==> src/inc/rxhdr_pkg.sv <==
/*
 * Shared constants for the receive buffer header registers: register
 * offsets, field positions, reset values and enumerations.
 * Assumes byte-wide registers on a plain strobe port with an 8-bit address.
 */
package rxhdr_pkg;

   localparam int unsigned ADDR_W = 8;
   localparam int unsigned DATA_W = 8;

   localparam logic [7:0] OFS_IDENT_HIGH   = 8'h00;
   localparam logic [7:0] OFS_IDENT_LOW    = 8'h01;
   localparam logic [7:0] OFS_EXT_HIGH     = 8'h02;
   localparam logic [7:0] OFS_EXT_LOW      = 8'h03;
   localparam logic [7:0] OFS_LENGTH_CTRL  = 8'h04;
   localparam logic [7:0] OFS_BUF_CTRL     = 8'h05;
   localparam logic [7:0] OFS_IRQ_STATUS   = 8'h06;
   localparam logic [7:0] OFS_IRQ_MASK     = 8'h07;

   // Identifier low byte field positions.
   localparam int unsigned POS_SRR         = 4;
   localparam int unsigned POS_EXT_FLAG    = 3;
   localparam int unsigned POS_TOP_PAIR    = 0;
   // Length/control field positions.
   localparam int unsigned POS_REMOTE      = 6;
   localparam int unsigned POS_RB1         = 5;
   localparam int unsigned POS_RB0         = 4;
   // Buffer control field position.
   localparam int unsigned POS_FULL        = 7;
   // Interrupt status bit positions.
   localparam int unsigned IRQ_LOADED      = 0;
   localparam int unsigned IRQ_OVERRUN     = 1;
   localparam int unsigned IRQ_BAD_LENGTH  = 2;
   localparam int unsigned IRQ_BITS        = 3;

   localparam logic [3:0] DLC_MAX          = 4'h8;
   localparam logic [7:0] REG_RESET        = 8'h00;
   localparam logic [2:0] IRQ_RESET        = 3'h0;
   localparam logic [7:0] READ_UNMAPPED    = 8'h00;

   // Header words held in the small register memory.
   typedef enum logic [1:0] {
      HDR_IDENT_HIGH = 2'b00,
      HDR_IDENT_LOW  = 2'b01,
      HDR_EXT_HIGH   = 2'b10,
      HDR_EXT_LOW    = 2'b11
   } hdr_word_t;

   typedef enum logic [0:0] {
      BUF_OPEN = 1'b0,
      BUF_FULL = 1'b1
   } buf_state_t;

endpackage

==> src/inc/hdr_mem_if.sv <==
/*
 * Carrier between the header register file and its small memory.
 * Assumes one clock shared by both ends.
 */
`timescale 1ns/1ps
interface hdr_mem_if;
   logic                    wr_en;
   rxhdr_pkg::hdr_word_t    wr_addr;
   logic [7:0]              wr_data;
   rxhdr_pkg::hdr_word_t    rd_addr;
   logic [7:0]              rd_data;

   modport owner (
      output wr_en,
      output wr_addr,
      output wr_data,
      output rd_addr,
      input  rd_data
   );
   modport store (
      input  wr_en,
      input  wr_addr,
      input  wr_data,
      input  rd_addr,
      output rd_data
   );
endinterface

==> src/hdl/hdr_word_mem.sv <==
/*
 * Four-word by eight-bit memory holding the captured identifier bytes.
 * Read data come from a register one cycle after the address. Contents
 * are not reset, matching the undefined power-on state of the header.
 */
`timescale 1ns/1ps
module hdr_word_mem (
   input  wire logic ref_clk,
   hdr_mem_if.store  mem
);

   logic [7:0] words_q [4];
   logic [7:0] rd_q;

   always_ff @(posedge ref_clk) begin
      if (mem.wr_en) begin
         words_q[mem.wr_addr] <= mem.wr_data;
      end
      rd_q <= words_q[mem.rd_addr];
   end

   assign mem.rd_data = rd_q;

endmodule

==> src/hdl/can_rx_buffer_id_length_regs.sv <==
/*
 * Register view of one CAN receive buffer's captured frame header, with
 * buffer-full flag, event status, mask and a level interrupt.
 * Assumes the protocol engine presents a whole decoded header beside a
 * one-cycle load pulse on ref_clk, and a software master that issues
 * one-cycle read or write strobes and takes read data one cycle later.
 */
`timescale 1ns/1ps

// Functional notes
// - High ident byte: standard bits 10..3, or extended bits 28..21.
// - Low ident bits 7..5: standard bits 2..0, or extended bits 20..18.
// - Low ident bit 4 captures SRR, only for extended frames.
// - Extended high byte holds extended identifier bits 15..8.
// - Extended low byte holds bits 7..0; low ident bits 1..0 hold 17..16.
// - Reserved control bits at length bits 5 and 4 read as zero.
// - Loading a frame sets buffer-full; software clears it after reading.
module can_rx_buffer_id_length_regs (
   input  wire logic        ref_clk,
   input  wire logic        rst_b,
   input  wire logic [7:0]  reg_addr,
   input  wire logic [7:0]  reg_wdata,
   input  wire logic        reg_wr,
   input  wire logic        reg_rd,
   output logic      [7:0]  reg_rdata,
   input  wire logic        frame_load,
   input  wire logic        frame_extended,
   input  wire logic [28:0] frame_ident,
   input  wire logic        frame_srr,
   input  wire logic        frame_remote,
   input  wire logic [3:0]  frame_dlc,
   output logic             buffer_full_flag,
   output logic             irq
);

   hdr_mem_if mem ();

   hdr_word_mem u_mem (
      .ref_clk (ref_clk),
      .mem     (mem)
   );

   // Captured header bytes formed from the incoming frame.
   logic [7:0] cap_ident_high;
   logic [7:0] cap_ident_low;
   logic [7:0] cap_ext_high;
   logic [7:0] cap_ext_low;

   // Extended frames place ident bits 28..18 where standard bits 10..0 sit.
   assign cap_ident_high = frame_extended ? frame_ident[28:21]
                                          : frame_ident[10:3];
   assign cap_ident_low  = {frame_extended ? frame_ident[20:18]
                                           : frame_ident[2:0],
                            frame_extended & frame_srr,
                            frame_extended,
                            1'b0,
                            frame_extended ? frame_ident[17:16] : 2'b00};
   assign cap_ext_high   = frame_extended ? frame_ident[15:8] : 8'h00;
   assign cap_ext_low    = frame_extended ? frame_ident[7:0] : 8'h00;

   // Decode of the software port.
   logic hit_ident_high;
   logic hit_ident_low;
   logic hit_ext_high;
   logic hit_ext_low;
   logic hit_length;
   logic hit_buf_ctrl;
   logic hit_status;
   logic hit_mask;
   logic hit_hdr;

   assign hit_ident_high = (reg_addr == rxhdr_pkg::OFS_IDENT_HIGH);
   assign hit_ident_low  = (reg_addr == rxhdr_pkg::OFS_IDENT_LOW);
   assign hit_ext_high   = (reg_addr == rxhdr_pkg::OFS_EXT_HIGH);
   assign hit_ext_low    = (reg_addr == rxhdr_pkg::OFS_EXT_LOW);
   assign hit_length     = (reg_addr == rxhdr_pkg::OFS_LENGTH_CTRL);
   assign hit_buf_ctrl   = (reg_addr == rxhdr_pkg::OFS_BUF_CTRL);
   assign hit_status     = (reg_addr == rxhdr_pkg::OFS_IRQ_STATUS);
   assign hit_mask       = (reg_addr == rxhdr_pkg::OFS_IRQ_MASK);
   assign hit_hdr        = hit_ident_high | hit_ident_low | hit_ext_high | hit_ext_low;

   // Software may overwrite a header byte, but a frame load in the same
   // cycle wins so that a captured frame is never half overwritten.
   logic               sw_hdr_wr;
   rxhdr_pkg::hdr_word_t sw_word;

   assign sw_hdr_wr = reg_wr & hit_hdr & ~frame_load;
   assign sw_word   = rxhdr_pkg::hdr_word_t'(reg_addr[1:0]);

   // Bit 2 of the ident low byte is not implemented, so software cannot set it.
   logic [7:0] sw_wdata;
   assign sw_wdata = hit_ident_low ? (reg_wdata & 8'hfb) : reg_wdata;

   // The memory is written one word per cycle, so a load is spread over
   // four cycles from a small staging copy of the captured bytes.
   logic [7:0] stage_q [4];
   logic [2:0] stage_cnt_q;
   logic       staging;

   assign staging = (stage_cnt_q != 3'h0);

   always_ff @(posedge ref_clk or negedge rst_b) begin
      if (!rst_b) begin
         stage_cnt_q <= 3'h0;
      end else if (frame_load) begin
         stage_cnt_q <= 3'h4;
      end else if (staging) begin
         stage_cnt_q <= stage_cnt_q - 3'h1;
      end
   end

   always_ff @(posedge ref_clk) begin
      if (frame_load) begin
         stage_q[0] <= cap_ident_high;
         stage_q[1] <= cap_ident_low;
         stage_q[2] <= cap_ext_high;
         stage_q[3] <= cap_ext_low;
      end
   end

   // Word index being staged counts 0..3 as stage_cnt_q runs 4..1.
   logic [1:0] stage_word;
   assign stage_word = 2'(3'h4 - stage_cnt_q);

   assign mem.wr_en   = staging | sw_hdr_wr;
   assign mem.wr_addr = staging ? rxhdr_pkg::hdr_word_t'(stage_word) : sw_word;
   assign mem.wr_data = staging ? stage_q[stage_word] : sw_wdata;
   assign mem.rd_addr = sw_word;

   // Shadow of the header for reads during staging, so a read right after
   // the load already returns the new frame.
   logic       shadow_sel;
   logic [7:0] shadow_byte;
   assign shadow_sel  = staging;
   assign shadow_byte = stage_q[sw_word];

   // Length and control register.
   logic       remote_q;
   logic [3:0] dlc_q;
   logic       full_q;
   logic [2:0] status_q;
   logic [2:0] mask_q;

   always_ff @(posedge ref_clk or negedge rst_b) begin
      if (!rst_b) begin
         remote_q <= 1'b0;
         dlc_q    <= 4'h0;
      end else if (frame_load) begin
         remote_q <= frame_remote;
         dlc_q    <= frame_dlc;
      end else if (reg_wr && hit_length) begin
         remote_q <= reg_wdata[rxhdr_pkg::POS_REMOTE];
         dlc_q    <= reg_wdata[3:0];
      end
   end

   // Buffer full: set by a load, cleared by software writing zero to it.
   logic full_d;
   assign full_d = frame_load ? 1'b1
                 : (reg_wr && hit_buf_ctrl && !reg_wdata[rxhdr_pkg::POS_FULL]) ? 1'b0
                 : full_q;

   always_ff @(posedge ref_clk or negedge rst_b) begin
      if (!rst_b) begin
         full_q <= 1'b0;
      end else begin
         full_q <= full_d;
      end
   end

   // Event status: sets win over write-one-to-clear in the same cycle.
   logic [2:0] events;
   logic [2:0] status_d;
   logic [2:0] status_clr;

   assign events[rxhdr_pkg::IRQ_LOADED]     = frame_load;
   assign events[rxhdr_pkg::IRQ_OVERRUN]    = frame_load & full_q;
   assign events[rxhdr_pkg::IRQ_BAD_LENGTH] = frame_load & (frame_dlc > rxhdr_pkg::DLC_MAX);
   assign status_clr = (reg_wr && hit_status) ? reg_wdata[2:0] : 3'h0;
   assign status_d   = (status_q & ~status_clr) | events;

   always_ff @(posedge ref_clk or negedge rst_b) begin
      if (!rst_b) begin
         status_q <= rxhdr_pkg::IRQ_RESET;
         mask_q   <= rxhdr_pkg::IRQ_RESET;
      end else begin
         status_q <= status_d;
         if (reg_wr && hit_mask) begin
            mask_q <= reg_wdata[2:0];
         end
      end
   end

   // Read path: header words come from the memory or its staging shadow,
   // the rest from flip-flops, all landing in the cycle after the strobe.
   logic       rd_hdr_q;
   logic       rd_shadow_q;
   logic [7:0] shadow_q;
   logic [7:0] local_q;
   logic [7:0] local_d;
   logic [7:0] length_view;

   assign length_view = {1'b0, remote_q, 2'b00, dlc_q};

   assign local_d = !reg_rd      ? 8'h00
                  : hit_length   ? length_view
                  : hit_buf_ctrl ? {full_q, 7'h00}
                  : hit_status   ? {5'h00, status_q}
                  : hit_mask     ? {5'h00, mask_q}
                  : rxhdr_pkg::READ_UNMAPPED;

   always_ff @(posedge ref_clk or negedge rst_b) begin
      if (!rst_b) begin
         rd_hdr_q    <= 1'b0;
         rd_shadow_q <= 1'b0;
         shadow_q    <= rxhdr_pkg::REG_RESET;
         local_q     <= rxhdr_pkg::REG_RESET;
      end else begin
         rd_hdr_q    <= reg_rd & hit_hdr;
         rd_shadow_q <= reg_rd & hit_hdr & shadow_sel;
         shadow_q    <= shadow_byte;
         local_q     <= local_d;
      end
   end

   // A read in the load cycle itself still returns the previous frame's byte,
   // since the new header is only captured at that edge.
   logic [7:0] rdata_mux;
   assign rdata_mux = !rd_hdr_q   ? local_q
                    : rd_shadow_q ? shadow_q
                    : mem.rd_data;

   always_comb begin
      reg_rdata = rdata_mux;
   end

   always_ff @(posedge ref_clk or negedge rst_b) begin
      if (!rst_b) begin
         buffer_full_flag <= 1'b0;
         irq              <= 1'b0;
      end else begin
         buffer_full_flag <= full_d;
         irq              <= |(status_d & mask_q);
      end
   end

   property p_full_set;
      @(posedge ref_clk) disable iff (!rst_b)
      frame_load |=> full_q ##0 buffer_full_flag;
   endproperty
   a_full_set: assert property (p_full_set) else $error("load did not set full");

   property p_full_hold;
      @(posedge ref_clk) disable iff (!rst_b)
      full_q && !(reg_wr && hit_buf_ctrl) |=> full_q;
   endproperty
   a_full_hold: assert property (p_full_hold) else $error("full dropped alone");

   property p_reserved_zero;
      @(posedge ref_clk) disable iff (!rst_b)
      reg_rd && hit_length |=> reg_rdata[5:4] == 2'b00 && reg_rdata[7] == 1'b0;
   endproperty
   a_reserved_zero: assert property (p_reserved_zero) else $error("reserved bits set");

   property p_dlc_read;
      @(posedge ref_clk) disable iff (!rst_b)
      frame_load ##1 (reg_rd && hit_length && !frame_load && !reg_wr)
         |=> reg_rdata[3:0] == $past(frame_dlc, 2);
   endproperty
   a_dlc_read: assert property (p_dlc_read) else $error("length wrong");

   property p_high_cap;
      @(posedge ref_clk) disable iff (!rst_b)
      frame_load |=> stage_q[0] == ($past(frame_extended) ? $past(frame_ident[28:21])
                                                           : $past(frame_ident[10:3]));
   endproperty
   a_high_cap: assert property (p_high_cap) else $error("high ident wrong");

   property p_low_cap;
      @(posedge ref_clk) disable iff (!rst_b)
      frame_load |=> stage_q[1][7:5] == ($past(frame_extended) ? $past(frame_ident[20:18])
                                                                : $past(frame_ident[2:0]));
   endproperty
   a_low_cap: assert property (p_low_cap) else $error("low ident wrong");

   property p_srr_cap;
      @(posedge ref_clk) disable iff (!rst_b)
      frame_load |=> stage_q[1][4] == ($past(frame_extended) && $past(frame_srr))
                     && stage_q[1][2] == 1'b0;
   endproperty
   a_srr_cap: assert property (p_srr_cap) else $error("srr wrong");

   property p_ext_cap;
      @(posedge ref_clk) disable iff (!rst_b)
      frame_load && frame_extended |=> stage_q[2] == $past(frame_ident[15:8])
                     && stage_q[3] == $past(frame_ident[7:0]);
   endproperty
   a_ext_cap: assert property (p_ext_cap) else $error("ext ident wrong");

   property p_pair_cap;
      @(posedge ref_clk) disable iff (!rst_b)
      frame_load && frame_extended |=> stage_q[1][1:0] == $past(frame_ident[17:16]);
   endproperty
   a_pair_cap: assert property (p_pair_cap) else $error("top pair wrong");

   property p_irq_level;
      @(posedge ref_clk) disable iff (!rst_b)
      irq == |($past(status_d) & $past(mask_q));
   endproperty
   a_irq_level: assert property (p_irq_level) else $error("irq mismatch");

   property p_low_bit2_zero;
      @(posedge ref_clk) disable iff (!rst_b)
      mem.wr_en && mem.wr_addr == rxhdr_pkg::HDR_IDENT_LOW |-> mem.wr_data[2] == 1'b0;
   endproperty
   a_low_bit2_zero: assert property (p_low_bit2_zero) else $error("ident low bit 2 set");

   property p_std_zero;
      @(posedge ref_clk) disable iff (!rst_b)
      frame_load && !frame_extended |=> stage_q[2] == 8'h00 && stage_q[3] == 8'h00
                     && stage_q[1][4:0] == 5'h00;
   endproperty
   a_std_zero: assert property (p_std_zero) else $error("standard frame extras set");

   property p_load_read;
      @(posedge ref_clk) disable iff (!rst_b)
      frame_load ##2 (reg_rd && hit_ident_high && !frame_load)
         |=> reg_rdata == ($past(frame_extended, 3) ? $past(frame_ident[28:21], 3)
                                                    : $past(frame_ident[10:3], 3));
   endproperty
   a_load_read: assert property (p_load_read) else $error("staged read wrong");

   property p_full_clear;
      @(posedge ref_clk) disable iff (!rst_b)
      reg_wr && hit_buf_ctrl && !reg_wdata[rxhdr_pkg::POS_FULL] && !frame_load |=> !full_q;
   endproperty
   a_full_clear: assert property (p_full_clear) else $error("full not cleared");

   c_ext_load: cover property (@(posedge ref_clk) disable iff (!rst_b)
      frame_load && frame_extended);
   c_overrun: cover property (@(posedge ref_clk) disable iff (!rst_b)
      frame_load && full_q);
   c_clear_full: cover property (@(posedge ref_clk) disable iff (!rst_b)
      full_q ##1 !full_q);
   c_stage_read: cover property (@(posedge ref_clk) disable iff (!rst_b)
      reg_rd && hit_hdr && staging);

endmodule

==> config.mk <==
export PLATFORM = sky130hd
export DESIGN_NAME = can_rx_buffer_id_length_regs
export DESIGN_NICKNAME = d
export VERILOG_FILES = /design/src/inc/rxhdr_pkg.sv /design/src/inc/hdr_mem_if.sv /design/src/hdl/hdr_word_mem.sv /design/src/hdl/can_rx_buffer_id_length_regs.sv
export SDC_FILE = /design/constraint.sdc
export NUM_CORES = 1
export LEC_CHECK = 0
export BUFFER_PORTS_ARGS = -buffer_cell sky130_fd_sc_hd__buf_4
export CAP_MARGIN = 5
export CORE_ASPECT_RATIO = 1.1
export CORE_UTILIZATION = 40
export DETAILED_ROUTE_END_ITERATION = 12
export PLACE_DENSITY = 0.68
export SYNTH_ARGS = -nofsm -noshare
export SYNTH_HDL_FRONTEND = slang
export SYNTH_SLANG_ARGS = --single-unit
==> constraint.sdc <==
create_clock -name ref_clk -period 4.74 [get_ports ref_clk]
set_input_delay 0.948 -clock ref_clk [delete_from_list [all_inputs] [get_ports ref_clk]]
set_output_delay 0.948 -clock ref_clk [all_outputs]
set_load 0.05 [all_outputs]
==> results.sh <==
export IMPL_cap_violations=0
export IMPL_cp_required_ps=4700
export IMPL_r2r_cells=5
export IMPL_routedWlPerCell_um=16.68
export IMPL_final_hold_violation_count=0
export IMPL_tightest_slew_ps=1078
export IMPL_clkPwrFrac_pct=25.4
export IMPL_final_cell_mix="buf_4 (67), edfxtp_1 (63), nand2_1 (33)"
export IMPL_synth_area_leaders="edfxtp_1 (42%), dfrtp_1 (18%), mux4_2 (11%), mux2_2 (4.5%), dfxtp_1 (3.6%)"
export IMPL_synth_area_leader_cell="edfxtp_1"
export IMPL_fin_nets=431
export IMPL_cp_end_kind="flop"
export IMPL_rsz0062_at_grt="no"
export IMPL_fmax_mhz=316.2
export IMPL_clockBufferDepth=2
export IMPL_grt_pass1_vias=2828
export IMPL_yosysUniqueCellTypes=39
export IMPL_r2r_start="stage_cnt_q[0]$_DFFE_PN0P_"
export IMPL_drc_errors=0
export IMPL_relSlewSlack_pct=27.40
export IMPL_die_x_um=103.2
export IMPL_synthCells=309
export IMPL_cts_tree="done"
export IMPL_grt_overflow=0
export IMPL_whs_ps=510.9
export IMPL_cts_root_buf="clkbuf_16"
export IMPL_cts_buffers=9
export IMPL_dr_pass1_iters=4
export IMPL_power_switching_w=0.0007352
export IMPL_cts_resized=0
export IMPL_dpl_hpwl_mm=6.560
export IMPL_initial_core_util_pct=41.12
export IMPL_die_area_um2=11700
export IMPL_critical_path_arrival_ps=3120
export IMPL_r2r_slack_ps=1580
export IMPL_cts_hold_buf=0
export IMPL_crit_type="reg -> reg"
export IMPL_rows=40
export IMPL_swShare_pct=27.73
export IMPL_synth_nets=368
export IMPL_period_minus_slack_ps=3162
export IMPL_diodes=0
export IMPL_yosysSeqAreaShare_pct=63.30
export IMPL_hp_start="status_q[0]$_DFF_PN0_"
export IMPL_grt_pass1_wl_mm=14.58
export IMPL_netlist_area_um2=4507
export IMPL_p_total_w=0.002651
export IMPL_clock_sinks=103
export IMPL_antenna_found_initial=0
export IMPL_netlist_area_leader_share_pct=41.98
export IMPL_vias=2718
export IMPL_finish_utilization_pct=49.34
export IMPL_ys_warn_count=0
export IMPL_finalSetupTns_ps=0
export IMPL_mostFrequentLayoutCell="buf_4"
export IMPL_p_per_area_nw_per_um2=490.2
export IMPL_gp_congestion=0.8265
export IMPL_drtIter0Drc=155
export IMPL_crit_path_start_kind="flop"
export IMPL_hold_depth=1
export IMPL_hp_class="reg -> reg"
export IMPL_clock_latency_ps=340
export IMPL_fin_ws_ps=1578
export IMPL_leakagePower_nw=2.135
export IMPL_synth_seq_cells=103
export IMPL_grt_max_degree=51
export IMPL_syn_area_per_cell_um2=14.59
export IMPL_vias_per_cell=5.187
export IMPL_cts_setup_buffers=0
export IMPL_die_h_um=113.3
export IMPL_numPortBuffers=66
export IMPL_finClkSkew_ps=6.332
export IMPL_coreArea_um2=10960
export IMPL_min_to="status_q[0]$_DFF_PN0_"
export IMPL_seqPwrFrac_pct=51.8
export IMPL_status="completed"
export IMPL_comb_power_share_pct=22.8
export IMPL_path_clk_slew_ps=70
export IMPL_post_place_ws_ps=1318
export IMPL_h_tree_depth=3
export IMPL_io_pins=67
export IMPL_antenna_left=0
export IMPL_crit_start="stage_cnt_q[0]$_DFFE_PN0P_"
export IMPL_finalSetupViolCount=0
export IMPL_grt_usage_pct=16.91
export IMPL_vdd_drop_max_v=0.0002475
export IMPL_slew_viol_final=0
export IMPL_routed_wl_mm=8.739
export IMPL_p_int_w=0.001916
export IMPL_area_delta_synth_final_pct=19.99
export IMPL_cp_max_fo=12
export IMPL_r2r_end="u_mem.words_q[3][5]$_DFFE_PP_"
export IMPL_drive_gt1_share_pct=33.16
export IMPL_fin_crit_sh_pct=66.71
sequential cells by signal, summed over array words and instances, names as in the netlist, 3 cells and up:
register	flops
u_mem.words_q	32
dlc_q	4
mask_q	3
local_q	6
shadow_q	8
stage_q	31
stage_cnt_q	3
status_q	3
u_mem.mem.rd_data	8
worst max path at each step:
stage,end,slack [ps],cells after the start
2_1_floorplan,u_mem.words_q[0][0]$_DFFE_PP_,1770,4
3_3_place_gp,u_mem.words_q[2][4]$_DFFE_PP_,1390,5
3_5_place_dp,u_mem.words_q[3][1]$_DFFE_PP_,1320,5
4_1_cts,u_mem.words_q[3][7]$_DFFE_PP_,1510,5
5_1_grt,u_mem.words_q[2][7]$_DFFE_PP_,1230,5
6_report,u_mem.words_q[3][5]$_DFFE_PP_,1580,5
layer usage:
metal / wire length [µm] / vias up / global-route usage, %
li1: - / 1288 / -
met3: 407 / 16 / 3.706
met2: 4280 / 83 / 26.80
met4: 245 / 0 / 7.981
met5: 0 / - / 0
met1: 3805 / 1331 / 22.04
final cells by class:
class	instances	area, µm²
Timing Repair Buffer	67	503.0
Sequential cell	103	2853
Inverter	6	22.52
Clock inverter	6	45.04
Multi-Input combinational cell	185	1572
Tap cell	147	183.9
Clock buffer	10	229.0
Fill cell	918	5553
cell usage after synthesis (all sizes together):
| cell type | n |
|---|---|
| nand4 | 1 |
| or4 | 1 |
| nand2 | 33 |
| nor2 | 11 |
| dfxtp | 8 |
| xnor2 | 1 |
| ha | 2 |
| or3 | 2 |
| mux4 | 22 |
| o21bai | 1 |
| nand4bb | 1 |
| o22ai | 1 |
| inv | 6 |
| dfrtp | 32 |
| nor4 | 1 |
| and3 | 4 |
| a211o | 1 |
| o2bb2ai | 1 |
| o21ai | 10 |
| nand2b | 4 |
| nor4bb | 1 |
| o32ai | 1 |
| nand3 | 5 |
| nor2b | 4 |
| o31ai | 2 |
| and2 | 21 |
| clkbuf | 10 |
| mux2 | 18 |
| a22oi | 3 |
| nor3 | 6 |
| mux2i | 14 |
| buf | 5 |
| a31oi | 2 |
| edfxtp | 63 |
| a22o | 1 |
| a21oi | 8 |
| a21o | 2 |
metrics by stage:
stage | instances | instance area, µm²
2_1_floorplan | 309 | 4507
3_3_place_gp | 508 | 5134
3_5_place_dp | 508 | 5134
4_1_cts | 524 | 5408
5_1_grt | 524 | 5408
6_report | 524 | 5408
kinds of logic (layout without fill, tap and decap cells):
logic type / after synthesis / after routing / share of synthesized area (%)
flops: 103 / 103 / 63.30
simple gates: 95 / 95 / 10.86
mux: 54 / 54 / 18.60
compound gates: 33 / 33 / 4.664
buf+inv: 21 / 89 / 1.832
fa+ha+maj: 2 / 2 / 0.5552
xor+xnor: 1 / 1 / 0.1944
power groups by stage:
| stage | sequential, W | combinational [W] | clock [W] |
|---|---|---|---|
| finish | 0.00137 | 0.000605 | 0.000674 |
| detailed placement | 0.00139 | 0.000613 | 0 |
| CTS | 0.00137 | 0.000615 | 0.000687 |
| floorplan | 0.00135 | 0.000448 | 0 |
| global route | 0.00140 | 0.000675 | 0.000723 |
| global placement | 0.00138 | 0.000593 | 0 |
worst max-delay path, stage by stage, from the launching register on:
cell     delay, ps
dfrtp_1        600
inv_1          250
ha_1           210
nor2b_1        550
nand4_1        260
o21ai_0        900
No activity file was read; power rests on OpenSTA's default activity.
